**config.mk**
```make
export PLATFORM = sky130hd
export DESIGN_NAME = far_ramp
export DESIGN_NICKNAME = d
export VERILOG_FILES = /design/src/hdl/far_pkg.sv /design/src/hdl/far_ramp.sv
export SDC_FILE = /design/constraint.sdc
export NUM_CORES = 1
export LEC_CHECK = 0
export ABC_AREA = 0
export BUFFER_PORTS_ARGS = -buffer_cell sky130_fd_sc_hd__buf_2
export CAP_MARGIN = 20
export CORE_MARGIN = 2
export CORE_UTILIZATION = 59
export DETAILED_ROUTE_END_ITERATION = 10
export PLACE_DENSITY = 0.87
export SLEW_MARGIN = 40
export SYNTH_ARGS = -nofsm -noshare
export SYNTH_HDL_FRONTEND = slang
export SYNTH_SLANG_ARGS = --single-unit
```
**constraint.sdc**
```tcl
create_clock -name sys_clk -period 11.9 [get_ports sys_clk]
set_clock_uncertainty 0.2 [all_clocks]
set_input_delay 0.595 -clock sys_clk [delete_from_list [all_inputs] [get_ports sys_clk]]
set_output_delay 0.595 -clock sys_clk [all_outputs]
set_load 0.1 [all_outputs]
```
**src/hdl/far_pkg.sv**
```systemverilog
// Package for the fan acoustic ramp block: register map, fields, timing, carriers
package far_pkg;

    // Register indices (word index; byte address is four times the index)
    localparam logic [7:0]  ACR1_INDEX      = 8'h62;       // acoustic_ramp_control_1
    localparam logic [7:0]  LOCK_INDEX      = 8'h40;       // global configuration lock
    localparam logic [7:0]  STAT_INDEX      = 8'h41;       // ramp status
    localparam logic [11:0] ACR1_ADDR       = {2'h0, ACR1_INDEX, 2'h0};
    localparam logic [11:0] LOCK_ADDR       = {2'h0, LOCK_INDEX, 2'h0};
    localparam logic [11:0] STAT_ADDR       = {2'h0, STAT_INDEX, 2'h0};

    // Field positions of acoustic_ramp_control_1, the lock register and the status register
    localparam int unsigned RATE_LSB        = 0;
    localparam int unsigned RATE_MSB        = 2;
    localparam int unsigned EN_BIT          = 3;
    localparam int unsigned SYNC_BIT        = 4;
    localparam int unsigned FLOOR_BIT       = 5;
    localparam int unsigned LOCK_BIT        = 0;
    localparam int unsigned STAT_RAMP_BIT   = 8;

    // Values after reset and the off duty
    localparam logic [7:0]  ACR1_RESET      = 8'h00;
    localparam logic [7:0]  DUTY_RESET      = 8'h00;
    localparam logic [7:0]  DUTY_OFF        = 8'h00;

    // Duty increase per time slot, indexed by the rate code
    localparam logic [7:0]  RAMP_STEP [8]   = '{8'h01, 8'h02, 8'h03, 8'h04, 8'h08, 8'h0c, 8'h18, 8'h30};

    // Slot timing: code 000 walks 33% to 100% of full scale in 35 s at one count per slot
    localparam longint unsigned SYS_CLK_KHZ     = 64'd200000;
    localparam longint unsigned RAMP_FULL_MS    = 64'd35000;
    localparam longint unsigned RAMP_SPAN_STEPS = 64'd171;   // 0x54 to 0xff
    localparam longint unsigned SLOT_CYCLES_L   = (RAMP_FULL_MS * SYS_CLK_KHZ) / RAMP_SPAN_STEPS;
    localparam int unsigned     SLOT_CYCLES     = int'(SLOT_CYCLES_L);

    // Control register layout
    typedef struct packed {
        logic [1:0] rsvd;
        logic       floor_min;
        logic       sync_all;
        logic       ramp_enable_first;
        logic [2:0] rate;
    } far_ctrl_t;

    // Duty request from the fan speed calculation
    typedef struct packed {
        logic [7:0] target;
        logic [7:0] min_duty;
        logic       auto_mode;
        logic       below_start;
    } far_calc_t;

    // Speed-sense synchronisation selects toward the tach logic
    typedef struct packed {
        logic speed_sense_second;
        logic speed_sense_third;
        logic speed_sense_fourth;
    } far_sync_t;

endpackage

```
**src/hdl/far_ramp.sv**
```systemverilog
// Acoustic ramp for the first fan drive output with APB register access
//
// The APB slave port was chosen for this implementation.
`timescale 1ns/10ps
`default_nettype none

module far_ramp #(
    parameter int unsigned SLOT_CYCLES = far_pkg::SLOT_CYCLES
) (
    // Clock and reset
    input  wire logic              sys_clk,
    input  wire logic              sys_rst,
    // APB slave
    input  wire logic              psel,
    input  wire logic              penable,
    input  wire logic              pwrite,
    input  wire logic [11:0]       paddr,
    input  wire logic [31:0]       pwdata,
    output logic [31:0]            prdata,
    output logic                   pready,
    output logic                   pslverr,
    // Duty request from the speed calculation
    input  wire far_pkg::far_calc_t calc,
    // Fan drive and tach sync
    output logic [7:0]             fan_drive_first,
    output far_pkg::far_sync_t     tach_sync
);

    // Register state
    far_pkg::far_ctrl_t ctrl_ff;
    logic               lock_ff;
    logic [7:0]         duty_ff;
    logic [7:0]         nxt_duty;
    logic [31:0]        slot_cnt_ff;
    logic               slot_tick;
    logic [7:0]         target;
    logic [7:0]         step;
    logic [31:0]        rdata_ff;
    logic               access;
    logic               wr_acr1;
    logic               wr_lock;

    // Decodes an APB address into a hit on one register
    function automatic logic addr_hit(input logic [11:0] a, input logic [11:0] reg_addr);
        addr_hit = (a == reg_addr);
    endfunction

    // Rate code to duty increase per slot
    function automatic logic [7:0] step_of(input logic [2:0] code);
        step_of = far_pkg::RAMP_STEP[code];
    endfunction

    // APB handshake: zero wait states
    // Every register answers in its access cycle, so pready is a constant
    assign access  = psel && penable;
    assign pready  = 1'b1;
    assign pslverr = access && !(addr_hit(paddr, far_pkg::ACR1_ADDR) ||
                                 addr_hit(paddr, far_pkg::LOCK_ADDR) ||
                                 addr_hit(paddr, far_pkg::STAT_ADDR));
    assign wr_acr1 = access && pwrite && addr_hit(paddr, far_pkg::ACR1_ADDR) && !lock_ff;
    assign wr_lock = access && pwrite && addr_hit(paddr, far_pkg::LOCK_ADDR);

    // Control register, reserved bits stay zero
    always_ff @(posedge sys_clk) begin
        if (sys_rst) begin
            ctrl_ff <= far_pkg::ACR1_RESET;
        end else if (wr_acr1) begin
            ctrl_ff      <= pwdata[7:0];
            ctrl_ff.rsvd <= 2'h0;
        end
    end

    // Lock bit can only be set; reset clears it
    // Sticky so that a stray write cannot reopen the control register
    always_ff @(posedge sys_clk) begin
        if (sys_rst) begin
            lock_ff <= 1'b0;
        end else if (wr_lock && pwdata[far_pkg::LOCK_BIT]) begin
            lock_ff <= 1'b1;
        end
    end

    // Read data, captured in the setup phase so it stands through the access
    // A write in the same transfer is therefore not seen by that read
    always_ff @(posedge sys_clk) begin
        if (sys_rst) begin
            rdata_ff <= 32'h0000_0000;
        end else if (psel && !penable && !pwrite) begin
            if (addr_hit(paddr, far_pkg::ACR1_ADDR)) begin
                rdata_ff <= {24'h00_0000, ctrl_ff};
            end else if (addr_hit(paddr, far_pkg::LOCK_ADDR)) begin
                rdata_ff <= {31'h0000_0000, lock_ff};
            end else if (addr_hit(paddr, far_pkg::STAT_ADDR)) begin
                rdata_ff <= {23'h00_0000, (duty_ff != target), duty_ff};
            end else begin
                rdata_ff <= 32'h0000_0000;
            end
        end
    end
    assign prdata = rdata_ff;

    // Time slot divider: one-cycle enable per slot
    // Free running from reset, so a new target waits up to one slot for its first step
    always_ff @(posedge sys_clk) begin
        if (sys_rst) begin
            slot_cnt_ff <= 32'h0000_0000;
        end else if (slot_tick) begin
            slot_cnt_ff <= 32'h0000_0000;
        end else begin
            slot_cnt_ff <= slot_cnt_ff + 32'h0000_0001;
        end
    end
    assign slot_tick = (slot_cnt_ff == SLOT_CYCLES - 1);

    // Effective target: automatic mode below start threshold picks off or minimum
    always_comb begin
        if (calc.auto_mode && calc.below_start) begin
            target = ctrl_ff.floor_min ? calc.min_duty : far_pkg::DUTY_OFF;
        end else begin
            target = calc.target;
        end
    end

    assign step = step_of(ctrl_ff.rate);

    // Next duty: direct when ramping off, stepped and clamped when on
    // Clamping the last step keeps the output from hunting around the target
    always_comb begin
        nxt_duty = duty_ff;
        if (!ctrl_ff.ramp_enable_first) begin
            nxt_duty = target;
        end else if (slot_tick) begin
            if (duty_ff < target) begin
                nxt_duty = ((target - duty_ff) <= step) ? target : duty_ff + step;
            end else if (duty_ff > target) begin
                nxt_duty = ((duty_ff - target) <= step) ? target : duty_ff - step;
            end
        end
    end

    // Drive duty register
    always_ff @(posedge sys_clk) begin
        if (sys_rst) begin
            duty_ff <= far_pkg::DUTY_RESET;
        end else begin
            duty_ff <= nxt_duty;
        end
    end
    assign fan_drive_first = duty_ff;

    // Tach synchronisation selects toward the tach logic
    // Only the second input is optional; the third and fourth always follow
    assign tach_sync.speed_sense_second = ctrl_ff.sync_all;
    assign tach_sync.speed_sense_third  = 1'b1;
    assign tach_sync.speed_sense_fourth = 1'b1;
endmodule // far_ramp

`default_nettype wire

```
==> reports/qor.yml, run 1 <==
cts_tree: "built"
area_delta_synth_final_pct: 7.08
slowest_stage: "dfxtp_1"
yosys_warnings: 0
synthDistinctLibCells: 67
synthArstFlopShare_pct: 0
irDropWorstVdd_mv: 0.0830
vias: 4331
cts_buffers: 5
slew_headroom_pct: 40.1
hold_viol: 0
cts_resized: 0
place.gp.congestion: 0.972
regToRegEndpoint: "fan_drive_first[0]"
drv_slew: 0
numClockSinks: 56
leakagePower_nw: 1.95
slowest_delay_ns: 0.58
hold_path_class: "reg2reg"
worst_pin_slew_ns: 0.894
wl_met1_mm: 5.11
cts_root_buffer: "clkbuf_8"
first_global_vias: 4105
rsz0062_at_grt: "false"
drc_errors: 0
die_w_um: 92.5
io_buffers: 59
crit_path_end_kind: "register"
synth_edf_count: 0
worstSetupStartpointType: "register"
finalNetCount: 730
grt_pass1_wl_mm: 19.0
firstDrtPassIters: 5
syn_avg_cell_area_um2: 7.90
postCtsSetupRepairBufs: 0
overflow: 0
die_y_um: 92.5
min_path_cells: 1
hold_buffers: 0
grt_max_degree: 33
hp-start: "slot_cnt_ff[0]"
crit-reg2reg-launch: "ctrl_ff[5]"
period_needed_ns: 4.93
wirelength_mm: 11.5
syn_area_um2: 4620
die_area_um2: 8550
met3_length_um: 844
h-tree-depth: 2
clk_pin_slew_ns: 0.12
required_ns: 11.93
synth_cells: 584
dp.cells: 717
design.core.area_um2: 7650
top_layer_used: "met4"
worst-r2r-setup-slack_ns: 6.97
clkLatencyLatePin_ns: 0.33
cts_buffer_depth: 2
io_pins: 112
status: "complete, no violations"
setup_viol: 0
synth-seq-cells: 56
drv_cap: 0
dominantRegCellSynth: "dfxtp_1"
path_cells: "nand4_1 -> and2_1 -> inv_1 -> ha_1 -> ha_1 -> a31o_1 -> a311oi_4 -> xnor2_1 -> ha_1 -> o21a_1 -> o22ai_1 -> a21oi_1 -> a211oi_2 -> o311ai_2 -> o22ai_4 -> mux2i_1 -> a2111oi_2"
wl_met2_mm: 5.37
finalCritPeriodShare_pct: 41.4
dp_hpwl_mm: 8.70
track_usage_pct: 27.1
via_per_inst: 5.97
cellPowerDensity_nw_per_um2: 104
drt_iter0_drc: 288
tns_ns: 0
holdWs_ns: 0.256
routedWlPerCell_um: 15.9
antenna_left: 0
worstSetupPathType: "reg2reg"
rr_worst_depth: 17
antenna_cells: 0
crit_arrival_ns: 4.96
max_freq_mhz: 203
ys_seq_area_share_pct: 24.3
hold_end: "slot_cnt_ff[0]"
critPathMaxFanout: 10
antenna_found_initial: 0
initial_core_util_pct: 60.4
instances_no_fill: 725
drive_gt1_share_pct: 14.6
num_rows: 32
crit_path_frequent_cell: "ha_1"
nFillCells: 667
## cells by family (layout without fill, tap and decap cells)
kind of cell | count (synthesis) | after routing | share of synthesized area [%]
other | 2 | 26 | 0.163
and+or+nand+nor | 209 | 209 | 22.4
muxes | 10 | 10 | 2.22
xor gates and xnor gates | 35 | 35 | 6.64
buffers and inverters | 92 | 107 | 9.95
AOI/OAI and AO/OA | 139 | 139 | 22.7
DFF | 56 | 56 | 24.3
adders and majority gates | 41 | 41 | 11.6
## cell usage in the layout (no fill, tap or decap), types with 6 or more instances in the layout
master,n
nor2_1,65
buf_2,59
dfxtp_1,56
inv_1,39
nand2_1,38
ha_1,38
a21oi_1,32
conb_1,26
xnor2_1,21
nor3_1,20
o21ai_0,16
nand3_1,16
nand4_1,13
xor2_1,13
o21bai_1,10
o211ai_1,9
mux2i_1,8
or3_1,8
o22ai_1,8
nor4_1,8
nor2b_1,7
nand2b_1,7
o21a_1,7
a21o_1,7
a221oi_1,7
and2_1,6
## power breakdown
part / internal [W] / leakage [nW] / switching [W] / total (W)
Clock: 0.0000446 / 0.0515 / 0.0000746 / 0.000119
Combinational: 0.0000585 / 1.44 / 0.000140 / 0.000198
Sequential: 0.000191 / 0.454 / 0.00000561 / 0.000196
## cell type report
cell class | instances | area (um^2) | share of cell area, %
sequential | 56 | 1120 | 22.7
clock inverter | 3 | 33.8 | 0.684
tap | 102 | 128 | 2.58
timing repair buffer | 59 | 295 | 5.97
multi-input combinational | 460 | 3150 | 63.6
inverter | 40 | 150 | 3.04
clock buffer | 5 | 68.8 | 1.39
## sequential cells by signal, summed over array words and instances (netlist names)
register,count
ctrl_ff,5
fan_drive_first,8
lock_ff,1
prdata,9
slot_cnt_ff,32
tach_sync,1
## worst max-delay path: cells and delay by family, from the launching register on
family	cells	cell delay, ns
mux	1	0.15
compound gates	9	2.37
xor+xnor	1	0.18
buf+inv	1	0.10
simple gates	2	0.48
flops	1	0.58
fa+ha+maj	3	0.76
## metrics by stage
step,total power [W],cell area (um^2),setup WS [ns],util (%)
floorplan,0.000365,4710,7.07,-
global placement,0.000388,4820,6.94,63.0
detailed placement,0.000394,4830,6.88,63.1
CTS,0.000511,4930,7.03,64.5
global route,0.000535,4940,6.71,64.6
finish,0.000514,4940,6.97,64.6
## layer usage
metal | vias up | track usage (%)
met1 | 2052 | 36.8
met3 | 22 | 3.66
met5 | - | 0
met4 | 0 | 7.34
li1 | 2094 | -
met2 | 163 | 45.4
## cell usage after synthesis, types with 9 or more instances
library cell	instances	area share (%)
nand2_1	38	3.1
nand3_1	16	1.7
buf_4	29	4.7
ha_1	38	10
a21oi_1	32	3.5
nor3_1	21	2.3
o211ai_1	9	1.5
dfxtp_1	56	24
inv_1	39	3.2
clkbuf_1	18	1.5
nor2_1	65	5.3
xor2_1	14	2.7
o21ai_0	16	1.7
nand4_1	13	1.8
o21bai_1	10	1.6
xnor2_1	21	4.0
## worst max path at each step
stage                          to  slack (ns)  depth (start not counted)                from
6_report       fan_drive_first[0]        6.97                         17          ctrl_ff[5]
5_1_grt        fan_drive_first[0]        6.71                         17          ctrl_ff[5]
4_1_cts        fan_drive_first[0]        7.03                         17          ctrl_ff[5]
3_5_place_dp   fan_drive_first[0]        6.88                         19             calc[1]
3_3_place_gp   fan_drive_first[0]        6.94                         17             calc[1]
2_1_floorplan  fan_drive_first[0]        7.07                         15  fan_drive_first[1]
Note: power is estimated with default switching activity, not from simulation.
==> run 2: changes to the inputs <==
Settings changed: CORE_UTILIZATION 59 to 55, PLACE_DENSITY 0.87 to 0.82.
Clock period 11.9 ns to 4.9 ns, I/O delays scaled along.
==> run 2 against run 1 <==
  * Sequential power rose by 140%
  * Critical endpoint unchanged
  * Non-clock buffer count rose by 17
  * Worst setup slack got worse by 6.7 ns
  * Utilization fell by 2.8 points
==> reports/qor.yml, run 2 (synthesis results as in run 1) <==
grt_max_degree: 33
crit_arrival_ns: 4.64
numClockSinks: 56
wirelength_mm: 11.5
p_sw_w: 0.000519
slew_headroom_pct: 45.6
cts_tree: "built"
ff_latch_area_um2: 1120
nFillCells: 739
multi_input_area_um2: 3130
drv_slew: 0
die_area_um2: 9140
initial_core_util_pct: 56.5
fin_util_pct: 61.8
design.core.area_um2: 8180
finalCritPeriodShare_pct: 94.2
final_common_cell: "nor2_1"
cts_buffer_depth: 2
num_rows: 33
place.gp.congestion: 0.922
die_w_um: 95.6
worst-r2r-setup-slack_ns: 0.29
routedWlPerCell_um: 15.4
pwr-share-seq_pct: 38.1
irDropWorstVdd_mv: 0.244
swShare_pct: 41.7
drt_iter0_drc: 298
area_delta_synth_final_pct: 9.49
wl_met2_mm: 5.40
clk_pin_slew_ns: 0.11
first_global_vias: 4077
tns_ns: 0
met3_length_um: 747
rsz0062_at_grt: "false"
via_per_inst: 5.85
hold_viol: 0
die_y_um: 95.6
hold_path_class: "in2reg"
crit_path_end_kind: "register"
power_frac_comb_pct: 40.7
largest_register_ffs: 32
h-tree-depth: 2
clock_power_share_pct: 21.2
firstDrtPassIters: 5
antenna_cells: 0
worstSetupStartpointType: "register"
period_needed_ns: 4.61
dp_hpwl_mm: 8.72
wl_met1_mm: 5.13
antenna_found_initial: 0
worstSetupPathType: "reg2reg"
setup_viol: 0
p_int_w: 0.000725
cts_buffers: 5
worst_pin_slew_ns: 0.815
top_layer_used: "met4"
drc_errors: 0
critPathMaxFanout: 7
layout_common_cells: "65 x nor2_1, 59 x buf_2, 56 x dfxtp_1"
track_usage_pct: 26.1
drv_cap: 0
grt_pass1_wl_mm: 19.2
required_ns: 4.92
clkLatencyLatePin_ns: 0.32
finalNetCount: 747
max_freq_mhz: 217
top_register: "slot_cnt_ff"
antenna_left: 0
leakagePower_nw: 2.02
overflow: 0
status: "complete, no violations"
io_buffers: 59
cts_root_buffer: "clkbuf_8"
drive_gt1_share_pct: 15.5
io_pins: 112
cellPowerDensity_nw_per_um2: 246
vias: 4355
[run 2: changes by cell type in the layout (fill, tap and decap cells not counted), sizes merged]
cell         delta
clkinv          -1
clkbuf          +1
buf            +11
dlygate4sd3     +6
[run 2: what timing repair did]
| item | 4_1_cts | 5_1_grt |
|---|---|---|
| endpoints found under the hold margin | 6 | 0 |
| resized for setup | 0 | 1 |
| setup endpoints to repair | 0 | 1 |
| hold buffers | 6 | 0 |
| setup buffers | 0 | 3 |
[run 2: critical path, cell delays in order, from the launching register on]
cell and delay (ns):
dfxtp_1 0.42, nand4_1 0.16, and2_1 0.24, inv_1 0.11, ha_1 0.27, ha_1 0.22
a31o_1 0.23, a311oi_4 0.47, xnor2_1 0.18, ha_1 0.28, o21a_1 0.19, o22ai_1 0.12
a21oi_1 0.08, a211oi_2 0.31, o311ai_2 0.21, o22ai_4 0.31, mux2i_1 0.15, a2111oi_2 0.36
[run 2: path summary, 6_finish.rpt]
check,start,to,depth (start not counted)
worst max-delay path,ctrl_ff[5],fan_drive_first[0],17
worst min-delay path,paddr[7],lock_ff,4
worst min register to register,slot_cnt_ff[0],slot_cnt_ff[0],1
worst max register to register,ctrl_ff[5],fan_drive_first[0],17
[run 2: routing by layer]
metal | vias up | track usage [%]
met2 | 168 | 42.1
met3 | 19 | 5.22
met4 | 0 | 7.02
li1 | 2126 | -
met1 | 2042 | 35.5
met5 | - | 0
[run 2: power by group through the flow]
stage               clock network, W  logic (W)  registers [W]
global route                0.000282   0.000544       0.000476
CTS                         0.000267   0.000489       0.000474
finish                      0.000263   0.000507       0.000474
global placement                   0   0.000469       0.000484
detailed placement                 0   0.000483       0.000484
floorplan                          0   0.000362       0.000524
[run 2: metrics by stage]
step / instances / area, um^2 / worst slack (ns) / total power [W] / hold slack (ns)
finish: 745 / 5050 / 0.286 / 0.00124 / 0.0905
global route: 745 / 5050 / 0.0175 / 0.00130 / 0.122
CTS: 742 / 5030 / 0.236 / 0.00123 / 0.0901
detailed placement: 728 / 4880 / 0.259 / 0.000967 / 0.249
global placement: 728 / 4880 / 0.415 / 0.000953 / 0.228
floorplan: 608 / 4710 / 0.0717 / 0.000886 / 0.192
[run 2: area by class of cell]
cell class | instances | share of cell area [%]
clock inverter | 2 | 0.272
inverter | 40 | 2.97
tap | 105 | 2.60
timing repair buffer | 76 | 8.67
clock buffer | 6 | 1.44
sequential | 56 | 22.2
multi-input combinational | 460 | 61.9
